File: src/rtl/cas_pkg.sv
// Purpose: shared constants and types for the caller alert status and interrupt block
// Assumes: single 40 MHz clock, all inputs synchronous
// Notes: register bit positions follow the device's status, interrupt and mode registers
package cas_pkg;
    // mode register one bits
    localparam int MD1_FSK_EN = 7;
    localparam int MD1_BOM_MASK = 6;
    localparam int MD1_POL_EN = 4;
    localparam int MD1_IRQ_LOW = 3;
    // mode register two bits
    localparam int MD2_SYSCLK_EN = 7;
    localparam int MD2_TB_EN = 6;
    localparam int MD2_SEC_SEL = 5;
    // status register bits
    localparam int ST_POL_A = 7;
    localparam int ST_POL_B = 6;
    localparam int ST_BATT = 5;
    localparam int ST_BOM = 4;
    localparam int ST_OVR = 3;
    localparam int ST_FRM = 2;
    // interrupt register bits
    localparam int IF_MIN = 7;
    localparam int IF_SEC = 6;
    localparam int IF_FSK = 5;
    localparam int IF_LOWLVL = 4;
    localparam int IF_TONE = 1;
    localparam int IF_POL = 0;
    // reset and saturation values
    localparam logic [7:0] RING_RESET = 8'hff;
    localparam logic [7:0] RING_MAX = 8'hff;
    // timing
    localparam int CLK_HZ = 40000000;
    localparam int TICK_HZ = 2048;
    localparam int TICK_CYC = CLK_HZ / TICK_HZ;
    localparam int LVL_MS = 8;
    localparam int LVL_CYC = CLK_HZ / 1000 * LVL_MS;
    localparam int SEC_TICKS = 2048;
    localparam int MIN_SECS = 60;
    localparam int INIT_CLKS = 100;
    localparam int SYS_HZ = 3580000;
    localparam int INIT_CYC = (INIT_CLKS * (CLK_HZ / 1000) + SYS_HZ / 1000 - 1)
        / (SYS_HZ / 1000);
    // received word from demodulator
    typedef struct packed {
        logic valid;
        logic start_ok;
        logic stop_ok;
        logic [7:0] data;
    } cas_rx_word_t;
    // one-hot ring sequence states
    typedef enum logic [2:0] {
        RS_IDLE = 3'b001,
        RS_B_SEEN = 3'b010,
        RS_A_SEEN = 3'b100
    } cas_ring_state_t;
endpackage : cas_pkg

File: src/rtl/cas_alert_status.sv
// Purpose: status flags, event flags, ring period and interrupt output
// Assumes: demodulators and the serial slave sit outside; inputs synchronous to mclk_i
// Notes: interrupt flags clear on read; an event in the read cycle survives
`timescale 1ns/100ps
module cas_alert_status
    import cas_pkg::*;
#(
    parameter int TICK_DIV = TICK_CYC,
    parameter int LVL_DIV = LVL_CYC,
    parameter int SEC_LEN = SEC_TICKS
)
(
    // clock and reset
    input wire logic mclk_i,
    input wire logic reset_i,
    // mode bits
    input wire logic [7:0] mode_reg_one_i,
    input wire logic [7:0] mode_reg_two_i,
    // comparators
    input wire logic polarity_in_a_i,
    input wire logic polarity_in_b_i,
    input wire logic battery_sense_input_i,
    // detectors
    input wire logic tone_enable_i,
    input wire logic tone_detect_i,
    input wire logic level_low_i,
    input wire logic begin_of_marks_i,
    input wire cas_rx_word_t rx_word_i,
    // host read side
    input wire logic int_read_i,
    input wire logic int_first_bit_i,
    input wire logic serial_clk_rise_i,
    // outputs
    output logic [7:0] status_o,
    output logic [7:0] interrupt_flag_reg_o,
    output logic [7:0] ring_period_o,
    output logic [7:0] rx_data_o,
    output logic tone_init_busy_o,
    output logic irq_o,
    output logic irq_oe_o
);
    localparam int TICK_W = $clog2(TICK_DIV);
    localparam int INIT_W = $clog2(INIT_CYC + 1);
    localparam logic [TICK_W-1:0] TICK_MAX = TICK_W'(TICK_DIV - 1);
    localparam logic [19:0] LVL_MAX = 20'(LVL_DIV - 1);
    localparam logic [11:0] SEC_MAX = 12'(SEC_LEN - 1);
    localparam logic [5:0] MIN_MAX = 6'(MIN_SECS - 1);
    localparam logic [INIT_W-1:0] INIT_MAX = INIT_W'(INIT_CYC);

    logic [7:0] status_reg, status_next;
    logic [7:0] flag_reg, flag_next;
    logic [7:0] ring_reg, ring_next;
    logic [7:0] rx_data_reg;
    logic [7:0] meas_reg, meas_next;
    logic [TICK_W-1:0] tick_cnt_reg;
    logic [19:0] lvl_cnt_reg;
    logic [11:0] sec_cnt_reg;
    logic [5:0] min_cnt_reg;
    logic [INIT_W-1:0] init_cnt_reg;
    logic tone_en_d_reg;
    logic irq_reg, irq_oe_reg;
    logic blank_reg;
    cas_ring_state_t ring_state_reg, ring_state_next;

    // polarity events
    wire pol_a_now = ~polarity_in_a_i;
    wire pol_b_now = polarity_in_b_i;
    wire edge_a = status_reg[ST_POL_A] & ~pol_a_now;
    wire edge_b = ~status_reg[ST_POL_B] & pol_b_now;
    wire pol_en = mode_reg_one_i[MD1_POL_EN];
    // ring sequence only counts edges that really interrupt
    wire ev_a = pol_en & edge_a;
    wire ev_b = pol_en & edge_b;
    wire ev_pol = ev_a | ev_b;

    // ring period measurement
    wire tick = (tick_cnt_reg == TICK_MAX);
    wire meas_sat = (meas_reg == RING_MAX);

    // receiver
    wire fsk_en = mode_reg_one_i[MD1_FSK_EN];
    wire bom_mask = mode_reg_one_i[MD1_BOM_MASK];
    wire bom_ok = ~bom_mask | status_reg[ST_BOM];
    wire word_good = rx_word_i.valid & rx_word_i.start_ok & rx_word_i.stop_ok;
    wire word_bad = rx_word_i.valid & ~(rx_word_i.start_ok & rx_word_i.stop_ok);
    wire ev_fsk = fsk_en & bom_ok & word_good;
    wire overrun = ev_fsk & flag_reg[IF_FSK];

    // tone detector
    wire tone_en = tone_enable_i & mode_reg_two_i[MD2_SYSCLK_EN];
    wire ev_tone = tone_en & ~tone_init_busy_o & tone_detect_i & ~level_low_i;

    // level sample and time base
    wire lvl_sample = (lvl_cnt_reg == LVL_MAX);
    wire tb_en = mode_reg_two_i[MD2_TB_EN];
    wire sec_sel = mode_reg_two_i[MD2_SEC_SEL];
    wire sec_wrap = tb_en & tick & (sec_cnt_reg == SEC_MAX);
    wire min_wrap = sec_wrap & (min_cnt_reg == MIN_MAX);
    wire ev_sec = sec_wrap & sec_sel;
    wire ev_min = min_wrap;

    // events that interrupt; level bit excluded
    wire [7:0] ev_set = {ev_min, ev_sec, ev_fsk, 1'b0, 2'b00, ev_tone, ev_pol};

    always_comb
    begin
        status_next = status_reg;
        status_next[ST_POL_A] = pol_a_now;
        status_next[ST_POL_B] = pol_b_now;
        status_next[ST_BATT] = battery_sense_input_i;
        if (!fsk_en)
        begin
            status_next[ST_BOM] = 1'b0;
            status_next[ST_OVR] = 1'b0;
            status_next[ST_FRM] = 1'b0;
        end
        else
        begin
            if (begin_of_marks_i)
                status_next[ST_BOM] = 1'b1;
            if (ev_fsk)
                status_next[ST_OVR] = overrun;
            if (rx_word_i.valid)
                status_next[ST_FRM] = word_bad;
        end
    end

    always_comb
    begin
        flag_next = flag_reg;
        if (int_read_i)
            flag_next = 8'h00;
        flag_next = flag_next | ev_set;
        if (lvl_sample)
            flag_next[IF_LOWLVL] = level_low_i;
    end

    always_comb
    begin
        ring_state_next = ring_state_reg;
        ring_next = ring_reg;
        meas_next = meas_reg;
        if (tick && !meas_sat)
            meas_next = meas_reg + 8'h01;
        case (ring_state_reg)
            RS_IDLE:
            begin
                if (ev_b)
                begin
                    ring_state_next = RS_B_SEEN;
                    ring_next = RING_RESET;
                    meas_next = 8'h00;
                end
            end
            RS_B_SEEN:
            begin
                if (ev_b)
                begin
                    ring_next = RING_RESET;
                    meas_next = 8'h00;
                end
                else if (ev_a)
                    ring_state_next = RS_A_SEEN;
            end
            RS_A_SEEN:
            begin
                if (ev_b)
                begin
                    ring_next = meas_sat ? RING_MAX : meas_reg;
                    ring_state_next = RS_B_SEEN;
                    meas_next = 8'h00;
                end
            end
            default:
                ring_state_next = RS_IDLE;
        endcase
    end

    always_ff @(posedge mclk_i or posedge reset_i)
    begin
        if (reset_i)
        begin
            status_reg <= 8'h00;
            flag_reg <= 8'h00;
            ring_reg <= RING_RESET;
            meas_reg <= 8'h00;
            ring_state_reg <= RS_IDLE;
            rx_data_reg <= 8'h00;
        end
        else
        begin
            status_reg <= status_next;
            flag_reg <= flag_next;
            ring_reg <= ring_next;
            meas_reg <= meas_next;
            ring_state_reg <= ring_state_next;
            if (ev_fsk)
                rx_data_reg <= rx_word_i.data;
        end
    end

    // free-running dividers; time base held reset when off
    always_ff @(posedge mclk_i or posedge reset_i)
    begin
        if (reset_i)
        begin
            tick_cnt_reg <= '0;
            lvl_cnt_reg <= 20'h00000;
            sec_cnt_reg <= 12'h000;
            min_cnt_reg <= 6'h00;
        end
        else
        begin
            tick_cnt_reg <= tick ? '0 : tick_cnt_reg + TICK_W'(1);
            lvl_cnt_reg <= lvl_sample ? 20'h00000 : lvl_cnt_reg + 20'h00001;
            if (!tb_en)
            begin
                sec_cnt_reg <= 12'h000;
                min_cnt_reg <= 6'h00;
            end
            else if (tick)
            begin
                sec_cnt_reg <= sec_wrap ? 12'h000 : sec_cnt_reg + 12'h001;
                if (sec_wrap)
                    min_cnt_reg <= min_wrap ? 6'h00 : min_cnt_reg + 6'h01;
            end
        end
    end

    // tone detector init after reset or enable
    always_ff @(posedge mclk_i or posedge reset_i)
    begin
        if (reset_i)
        begin
            init_cnt_reg <= INIT_MAX;
            tone_en_d_reg <= 1'b0;
            tone_init_busy_o <= 1'b1;
        end
        else
        begin
            tone_en_d_reg <= tone_en;
            if (tone_en && !tone_en_d_reg)
                init_cnt_reg <= INIT_MAX;
            else if (init_cnt_reg != '0)
                init_cnt_reg <= init_cnt_reg - INIT_W'(1);
            tone_init_busy_o <= (init_cnt_reg > INIT_W'(1)) || (tone_en && !tone_en_d_reg);
        end
    end

    // pin blanking: released at first read bit, kept off one serial clock
    always_ff @(posedge mclk_i or posedge reset_i)
    begin
        if (reset_i)
            blank_reg <= 1'b0;
        else if (int_first_bit_i)
            blank_reg <= 1'b1;
        else if (serial_clk_rise_i)
            blank_reg <= 1'b0;
    end

    wire irq_active = (|flag_next[7:5] | |flag_next[1:0]) & ~int_first_bit_i
        & ~blank_reg;
    wire irq_low = mode_reg_one_i[MD1_IRQ_LOW];

    always_ff @(posedge mclk_i or posedge reset_i)
    begin
        if (reset_i)
        begin
            irq_reg <= 1'b0;
            irq_oe_reg <= 1'b0;
        end
        else
        begin
            irq_oe_reg <= irq_active;
            irq_reg <= ~irq_low;
        end
    end

    assign status_o = status_reg;
    assign interrupt_flag_reg_o = flag_reg;
    assign ring_period_o = ring_reg;
    assign rx_data_o = rx_data_reg;
    assign irq_o = irq_reg;
    assign irq_oe_o = irq_oe_reg;
endmodule : cas_alert_status

File: config.mk
export PLATFORM = sky130hd
export DESIGN_NAME = cas_alert_status
export DESIGN_NICKNAME = d
export VERILOG_FILES = /design/src/rtl/cas_pkg.sv /design/src/rtl/cas_alert_status.sv
export SDC_FILE = /design/constraint.sdc
export NUM_CORES = 1
export LEC_CHECK = 0
export BUFFER_PORTS_ARGS = -buffer_cell sky130_fd_sc_hd__buf_4
export CAP_MARGIN = 0
export CORE_MARGIN = 8
export CORE_UTILIZATION = 34
export CTS_CLUSTER_SIZE = 8
export DETAILED_ROUTE_END_ITERATION = 10
export HOLD_SLACK_MARGIN = 0.08
export PLACE_DENSITY = 0.59
export SYNTH_ARGS = -nofsm -noshare
export SYNTH_HDL_FRONTEND = slang
export SYNTH_SLANG_ARGS = --single-unit
export TNS_END_PERCENT = 30
File: constraint.sdc
create_clock -name mclk_i -period 3.8 [get_ports mclk_i]
set_clock_uncertainty 0.15 [all_clocks]
set_input_delay 0.19 -clock mclk_i [delete_from_list [all_inputs] [get_ports mclk_i]]
set_output_delay 0.19 -clock mclk_i [all_outputs]
set_load 0.02 [all_outputs]
* Word level (Yosys, flattened, before mapping)
Index checks and enable logic that the tools add are counted.
** Word-level totals
- Output and inout bits :: 35
- Bits in registers :: 110
- Word-level logic and storage cells :: 125
- Input bits :: 39
** Cells by class
- Equality and inequality tests :: 18
- Add/sub/neg operators :: 6
- Multiplexer cells :: 30
- Magnitude comparators :: 1
- Reductions and logical operators :: 17
- Bitwise logic cells :: 34
** Operator list (number)
- $mux 8 :: 7
- $mux 12 :: 3
- $mux 6 :: 4
- $mux 11 :: 2
- $and 1x1->1 :: 21
- $add 20x1->20 const B :: 1
- $eq 20x19->1 const B :: 1
- $mux 20 :: 1
- $pmux 8 s2 :: 1
- $add 15x1->15 const B :: 1
- $eq 15x15->1 const B :: 1
- $mux 15 :: 1
- $ne 2x1->1 const B :: 7
- $add 12x1->12 const B :: 1
- $eq 12x11->1 const B :: 1
- $mux 3 :: 4
- $gt 11x1->1 const B :: 1
- $reduce_bool 11->1 :: 1
- $sub 11x1->11 const B :: 1
- $not 1->1 :: 9
- $add 8x1->8 const B :: 1
- $eq 8x8->1 const B :: 1
- $or 8x8->8 :: 1
- $add 6x1->6 const B :: 1
- other kinds (16) :: 33

* Logic depth before layout (Yosys ltp)
Gate-level depths: netlist of run 1.
- Depth in word-level cells :: 9
- Depth in mapped cells :: 9

* Worst setup path before layout of run 1
OpenSTA, ideal clock, no wires.
- Path kind :: register to register
- Start :: register tick_cnt_reg[0]
- End :: register irq_oe_reg (netlist: irq_oe_o)
- Data arrival time :: 1.773 ns
- Clock period less this slack :: 2.041 ns
- Path slack :: 1.759 ns
- Required time :: 3.531 ns
- Path buffers :: 0
- Cell stages (with the launch flop) :: 8
- Cells stage by stage :: dfrtp_1 > inv_1 > ha_1 > and4bb_1 > and4_4 > a41o_1 > or4_1 > o21a_1
** Between the ends
- Cells in the longest elaborated chain, start to end :: 9
- Elaborated cells between the ends (all ways) :: 10
- Classes of those cells :: eq/ne: 1; bitwise: 8; reduce/logical: 1
** RTL lines
- start: declaration :: RTL line cas_alert_status.sv:55 : logic [TICK_W-1:0] tick_cnt_reg;
- start signal: assignment :: RTL line cas_alert_status.sv:214 : tick_cnt_reg <= tick ? '0 : tick_cnt_reg + TICK_W'(1);
- $eq 15x15->1 :: RTL line cas_alert_status.sv:77 : wire tick = (tick_cnt_reg == TICK_MAX);
- $and 1x1->1 (2 in a row) :: RTL line cas_alert_status.sv:97 : wire sec_wrap = tb_en & tick & (sec_cnt_reg == SEC_MAX);
- $and 1x1->1 :: RTL line cas_alert_status.sv:99 : wire ev_sec = sec_wrap & sec_sel;
- $or 8x8->8 :: RTL line cas_alert_status.sv:133 : flag_next = flag_next | ev_set;
- net flag_next[6] :: RTL line cas_alert_status.sv:51 : logic [7:0] flag_reg, flag_next;
- $reduce_or 3->1 :: RTL line cas_alert_status.sv:261 : wire irq_active = (|flag_next[7:5] | |flag_next[1:0]) & ~int_first_bit_i
- $or 1x1->1 :: RTL line cas_alert_status.sv:261
- $and 1x1->1 :: RTL line cas_alert_status.sv:261
- $and 1x1->1 :: RTL line cas_alert_status.sv:262 : & ~blank_reg;
- net irq_active :: RTL line cas_alert_status.sv:261
- end signal: assignment :: RTL line cas_alert_status.sv:274 : irq_oe_reg <= irq_active;
- end: declaration :: RTL line cas_alert_status.sv:61 : logic irq_reg, irq_oe_reg;
The timed path passes the listed nets, and every way through them passes these cells.
A chain may end at the register's enable or synchronous reset.

* Final worst setup path of run 1
- Start :: register lvl_cnt_reg[0]
- End :: register flag_reg[4] (netlist: interrupt_flag_reg_o[4])
** Between the ends
- Cells in the longest elaborated chain, start to end :: 2
** RTL lines
- start: declaration :: RTL line cas_alert_status.sv:56 : logic [19:0] lvl_cnt_reg;
- start signal: assignment :: RTL line cas_alert_status.sv:215 : lvl_cnt_reg <= lvl_sample ? 20'h00000 : lvl_cnt_reg + 20'h00001;
- $eq 20x19->1 :: RTL line cas_alert_status.sv:94 : wire lvl_sample = (lvl_cnt_reg == LVL_MAX);
- $mux 1 :: RTL line cas_alert_status.sv:134 : if (lvl_sample)
- end signal: assignment :: RTL line cas_alert_status.sv:193 : flag_reg <= flag_next;
- end: declaration :: RTL line cas_alert_status.sv:51
Every way passes these cells.

==> run summary, run 1 <==
Status -> completed
CTS tree -> done
Max reg flops -> 20
Hold Startpoint -> int_read_i
Full die area -> 18900 um2
Worst Setup Start Kind -> flop
CP endpoint kind -> flop
Layout net count -> 609
Fmax -> 402 MHz
Critical path launch point -> lvl_cnt_reg[0]$_DFF_PP0_
Max Cap Viol -> 0
Met2 wire len -> 4.92 mm
Drt initial violations -> 150
Synth top area share -> 46.0%
Hold Path Class -> in -> reg
WL met3 -> 325 um
Synth async-reset ratio -> 100%
Synthesized area -> 5010 um2
FP Rows -> 44
Worst-margin pin slew -> 1.07 ns
Top FF cell, synth -> dfrtp_1
Initial antenna violation count -> 0
Clock power share -> 36.5%
# DRC -> 0
GR Util All Layers -> 11.8%
Area growth, synth to finish -> 23.2%
Core area -> 14500 um2
Pin count of the biggest net entering global routing -> 82
Worst-path clk slew -> 0.07 ns
P per Cell Area -> 394 nW/um2
WL/cell -> 13.9 um
Synth cell types -> 55
First-pass GRT wire length -> 17.9 mm
Most frequent cells in the layout -> dfrtp_1, nor2_1, buf_4
Post_cts resized -> 0
ANT cells -> 0
Post-Synthesis Cells -> 475
IO Count -> 74
Die Wd -> 137 um
Peak VDD IR -> 0.220 mV
Finished Cell Area -> 6170 um2
Post-detailed-routing wire length -> 10.4 mm
Power share of the sequential group -> 51.9%
Die Y-Extent -> 137 um
Via count -> 3630
Htree depth -> 3
CP arrival -> 2.58 ns
Worst-Skew Late Latency -> 0.35 ns
WS Path Type -> reg -> reg
CTS sink count -> 108
Logic pwr share -> 11.6%
Lkg Pwr -> 2.69 nW
Number of port buffers -> 60
Via density -> 4.83
Min Tclk post-route -> 2.49 ns
Critical R2R Launch -> lvl_cnt_reg[0]$_DFF_PP0_
Pins over their slew limit -> 0
P_sw -> 0.614 mW
CP max FO -> 7
Detail Route Antenna Nets -> 0
Top Metal Used -> met4
Synth area leader -> dfrtp_1
Commonest non-fill, non-tap cell in the layout -> dfrtp_1
DR pass1 iterations -> 4
Number of setup violations in the final report -> 0
Register area share after synthesis -> 54.4%
Unrepaired setup endpoints after global routing -> false
Setup total negative slack -> 0 ns
Worst slew margin -> 28.4%
Vias in the first global route -> 3648
Residual overflow from global routing -> 0
Max clock buf depth -> 2
Final hold vios -> 0
Crit path required time -> 3.89 ns
M1 wire length -> 5.02 mm
Flops & latches, synth -> 108
Switching fraction of total power -> 25.3%
Root Buffer Master -> clkbuf_16
Area contributors post-synth -> dfrtp_1, dfstp_2, xnor2_1
Post-synth EDFFs -> 0
Share of cells above drive strength 1 -> 19.8%
HPWL Detailed -> 7.16 mm
Starting density of the core -> 34.6%
Area after DPL -> 5630 um2
P_int -> 1.82 mW
Gpl congestion -> 0.756
Synthesized area per cell -> 10.5 um2
Cts bufs inserted -> 9
Final Cycle Share -> 65.5%
Synth warn -> 0
-- synthesized netlist by cell type (5+ instances only) --
cell type / count
nor4_1: 6
mux2_2: 9
xor2_1: 15
inv_1: 13
or3_1: 8
and2_1: 6
nor2_1: 63
clkbuf_1: 5
nand2_1: 37
and3_1: 9
and4_1: 5
nand4_1: 13
xnor2_1: 39
dfrtp_1: 92
dfstp_2: 16
nor3_1: 18
nor2b_1: 5
o21ai_0: 12
a21oi_1: 7
ha_1: 8
nand3_1: 30
-- worst paths after layout --
| kind | endpoint | slack, ns | cells past startpoint |
|---|---|---|---|
| worst max-delay path | interrupt_flag_reg_o[4]$_DFFE_PP0P_ | 1.31 | 6 |
| worst min-delay path | interrupt_flag_reg_o[6]$_DFF_PP0_ | 0.11 | 3 |
| worst max register to register | interrupt_flag_reg_o[4]$_DFFE_PP0P_ | 1.31 | 6 |
| worst min register to register | lvl_cnt_reg[4]$_DFF_PP0_ | 0.33 | 1 |
| max in group asynchronous | init_cnt_reg[4]$_DFFE_PP1P_ | 2.19 | 4 |
| min in group asynchronous | tone_en_d_reg$_DFF_PP0_ | 0.47 | 3 |
-- per-stage QoR --
stage | hold WS (ns) | util (%) | power, mW | cells | worst slack, ns
floorplan | 0.0714 | - | 1.44 | 478 | 0.641
global placement | 0.151 | 38.9 | 1.54 | 709 | 1.33
detailed placement | 0.153 | 38.9 | 1.55 | 709 | 1.34
CTS | 0.0921 | 42.6 | 2.48 | 751 | 1.31
global route | 0.0968 | 42.6 | 2.56 | 751 | 1.07
finish | 0.110 | 42.6 | 2.43 | 751 | 1.31
-- repair_timing --
| item | 4_1_cts | 5_1_grt |
|---|---|---|
| hold buffers | 26 | 0 |
| endpoints found under the hold margin | 104 | 0 |
| endpoints found under the setup margin | 0 | 0 |
| setup buffers | 0 | 0 |
-- per-layer routing --
metal	vias to the layer above	GRT usage (%)
met2	45	18.7
met4	0	4.22
li1	1803	-
met5	-	0
met1	1769	15.1
met3	13	3.28
-- layout make-up --
type,count,area (um2)
repair buffers,89,733
inverters,13,51.3
well taps,184,230
clock buffers,11,243
flip-flops and latches,108,2720
fillers,1360,8310
multi-input cells,341,2150
clock inverters,5,38.8
-- cells by family (layout without fill, tap and decap cells) --
group           count (synthesis)  in the layout  synth area share, %
compound gates                 44             44                 5.95
buf+inv                        29            118                 2.87
fa+ha+maj                       8              8                 2.00
mux                             9              9                 2.02
flops                         108            108                 54.4
simple gates                  222            222                 23.2
xor+xnor                       54             54                 9.45
other cells                     1              4               0.0749
-- power groups by stage --
stage,clock [mW],combinational [mW],sequential [mW]
2_1_floorplan,0,0.126,1.31
3_3_place_gp,0,0.259,1.28
3_5_place_dp,0,0.264,1.28
4_1_cts,0.933,0.287,1.26
5_1_grt,0.976,0.313,1.27
6_report,0.886,0.282,1.26
-- critical path: stages (launching register included) --
cell and delay (ns):
dfrtp_1 0.39, ha_1 0.21, nand2_1 0.08, nor3_1 0.59, nand3_1 0.16, nor2_1 0.40, mux2_2 0.39
Power figures use the tool's default switching activity.
==> inputs of run 2 (changes only) <==
--- a/config.mk
+++ b/config.mk
@@ -12,7 +12,7 @@
 export CTS_CLUSTER_SIZE = 8
 export DETAILED_ROUTE_END_ITERATION = 10
 export HOLD_SLACK_MARGIN = 0.08
-export PLACE_DENSITY = 0.59
+export PLACE_DENSITY = 0.61
 export SYNTH_ARGS = -nofsm -noshare
 export SYNTH_HDL_FRONTEND = slang
 export SYNTH_SLANG_ARGS = --single-unit
==> constraint.sdc (replaced) <==
create_clock -name mclk_i -period 2.24 [get_ports mclk_i]
set_clock_uncertainty 0.15 [all_clocks]
set_input_delay 0.112 -clock mclk_i [delete_from_list [all_inputs] [get_ports mclk_i]]
set_output_delay 0.112 -clock mclk_i [all_outputs]
set_load 0.02 [all_outputs]
==> run summary, run 2 (same netlist as run 1, synthesis figures left out) <==
CP arrival -> 2.23 ns (-0.35 ns)
WL/cell -> 13.9 um (+0.35%)
CP endpoint kind -> flop
Pin count of the biggest net entering global routing -> 109 (+33%)
GR Util All Layers -> 12.0% (+0.22 points)
IO Count -> 74 (unchanged)
Worst-Skew Late Latency -> 0.35 ns (about the same)
Die Wd -> 137 um (unchanged)
Area of the multi-input gates -> 2150 um2 (+0.17%)
Gpl congestion -> 0.787 (+4.0%)
FP Rows -> 44 (unchanged)
Finished Cell Area -> 6350 um2 (+2.9%)
Area occupied by registers -> 2720 um2 (unchanged)
Max Cap Viol -> 0 (unchanged)
Area growth, synth to finish -> 26.9%
Fin util -> 43.9% (+1.3 points)
Core area -> 14500 um2 (unchanged)
Number of port buffers -> 60 (unchanged)
# DRC -> 0 (unchanged)
Fin Hold WS -> 0.110 ns (+0.000624 ns)
Crit path required time -> 2.33 ns (-1.56 ns)
WS Path Type -> reg -> reg
Layout net count -> 623 (+2.3%)
Commonest non-fill, non-tap cell in the layout -> dfrtp_1
Number of setup violations in the final report -> 0 (unchanged)
Die Y-Extent -> 137 um (unchanged)
Final hold vios -> 0 (unchanged)
Full die area -> 18900 um2 (unchanged)
Worst-path clk slew -> 0.07 ns (about the same)
R2R cell count -> 6 (unchanged)
Max reg flops -> 20 (unchanged)
Fillers -> 1363 (+0.22%)
CTS tree -> done
Share of cells above drive strength 1 -> 21.2% (+1.4 points)
Cts bufs inserted -> 9 (unchanged)
HPWL Detailed -> 7.13 mm (-0.40%)
Pins over their slew limit -> 0 (unchanged)
Final Power -> 4.32 mW (+78%)
Most frequent cells in the layout -> dfrtp_1, buf_4, nor2_1
Unrepaired setup endpoints after global routing -> false
Area after DPL -> 5710 um2 (+1.4%)
CTS sink count -> 108 (unchanged)
Hold path cells -> 4 (+1)
Htree depth -> 3 (unchanged)
Critical path launch point -> tick_cnt_reg[1]$_DFF_PP0_
Min Tclk post-route -> 2.14 ns (-0.352 ns)
Lkg Pwr -> 2.80 nW (+4.1%)
Detail Route Antenna Nets -> 0 (unchanged)
Setup total negative slack -> 0 ns (unchanged)
Root Buffer Master -> clkbuf_16
Worst Setup Start Kind -> flop
FF-to-FF setup slack -> 0.10 ns (-1.21 ns)
WHS Endpoint -> interrupt_flag_reg_o[5]$_DFF_PP0_
First-pass GRT wire length -> 18.2 mm (+1.5%)
DR pass1 iterations -> 4 (unchanged)
Post-detailed-routing wire length -> 10.7 mm (+2.6%)
Status -> completed
Vias in the first global route -> 3792 (+3.9%)
P per Cell Area -> 680 nW/um2 (+73%)
Worst slew margin -> 61.1% (+33 points)
Via density -> 4.87 (+0.75%)
Peak VDD IR -> 0.381 mV (+73%)
Via count -> 3740 (+3.0%)
CP max FO -> 6 (-1)
Worst-margin pin slew -> 0.583 ns (-0.488 ns)
Residual overflow from global routing -> 0 (unchanged)
RR Endpoint -> irq_oe_o$_DFF_PP0_
Hold Path Class -> in -> reg
Critical R2R Launch -> tick_cnt_reg[1]$_DFF_PP0_
Starting density of the core -> 34.6% (unchanged)
Initial antenna violation count -> 3 (+3)
Hold Startpoint -> rx_word_i[9]
Max clock buf depth -> 2 (unchanged)
Fmax -> 468 MHz (+16%)
Final Cycle Share -> 95.4% (+30 points)
Drt initial violations -> 212 (+41%)
## run 2: critical path: stages, from the launching register on
cell	delay, ns
dfrtp_1	0.40
ha_1	0.19
and4bb_1	0.20
and4_4	0.18
a41o_1	0.23
or4_4	0.51
o21a_1	0.18
## run 2: metal layers
metal,up-vias,GRT usage [%],wire length [um]
met5,-,0,0
met4,0,6.94,277
met3,18,2.37,338
met2,45,19.2,5200
met1,1844,14.8,4860
li1,1833,-,-
## run 2: timing repair
action                     4_1_cts  5_1_grt
setup buffers                    0        1
gates resized for setup          0        1
hold buffers                    30        0
setup endpoints to repair        0        1
hold endpoints to repair       136        0
## run 2: how the worst max path moves through the flow
stage,cells past startpoint,slack (ns),end
floorplan,7,0.20,irq_oe_o$_DFF_PP0_
global placement,6,0.15,irq_oe_o$_DFF_PP0_
detailed placement,6,0.08,irq_oe_o$_DFF_PP0_
CTS,6,0.07,irq_oe_o$_DFF_PP0_
global route,7,0.006,irq_oe_o$_DFF_PP0_
finish,6,0.10,irq_oe_o$_DFF_PP0_
## run 2: area by class of cell
type                            count  area share, %
Antenna cell                        3          0.118
Clock buffer                       14           4.47
Clock inverter                      2          0.611
Inverter                           13          0.827
Multi-Input combinational cell    341           33.9
Sequential cell                   108           42.9
Tap cell                          184           3.62
Timing Repair Buffer              103           13.6
## run 2: report_power, final
group	leakage [nW]	internal [mW]	switching, mW
sequential	1.39	2.07	0.0715
combinational	1.25	0.235	0.259
clock	0.160	0.994	0.693
total	2.80	3.30	1.02
## run 2: stage by stage
step	std cells	setup WS [ns]
floorplan	478	0.199
global placement	718	0.146
detailed placement	718	0.0767
CTS	764	0.0712
global route	768	0.00631
finish	768	0.102
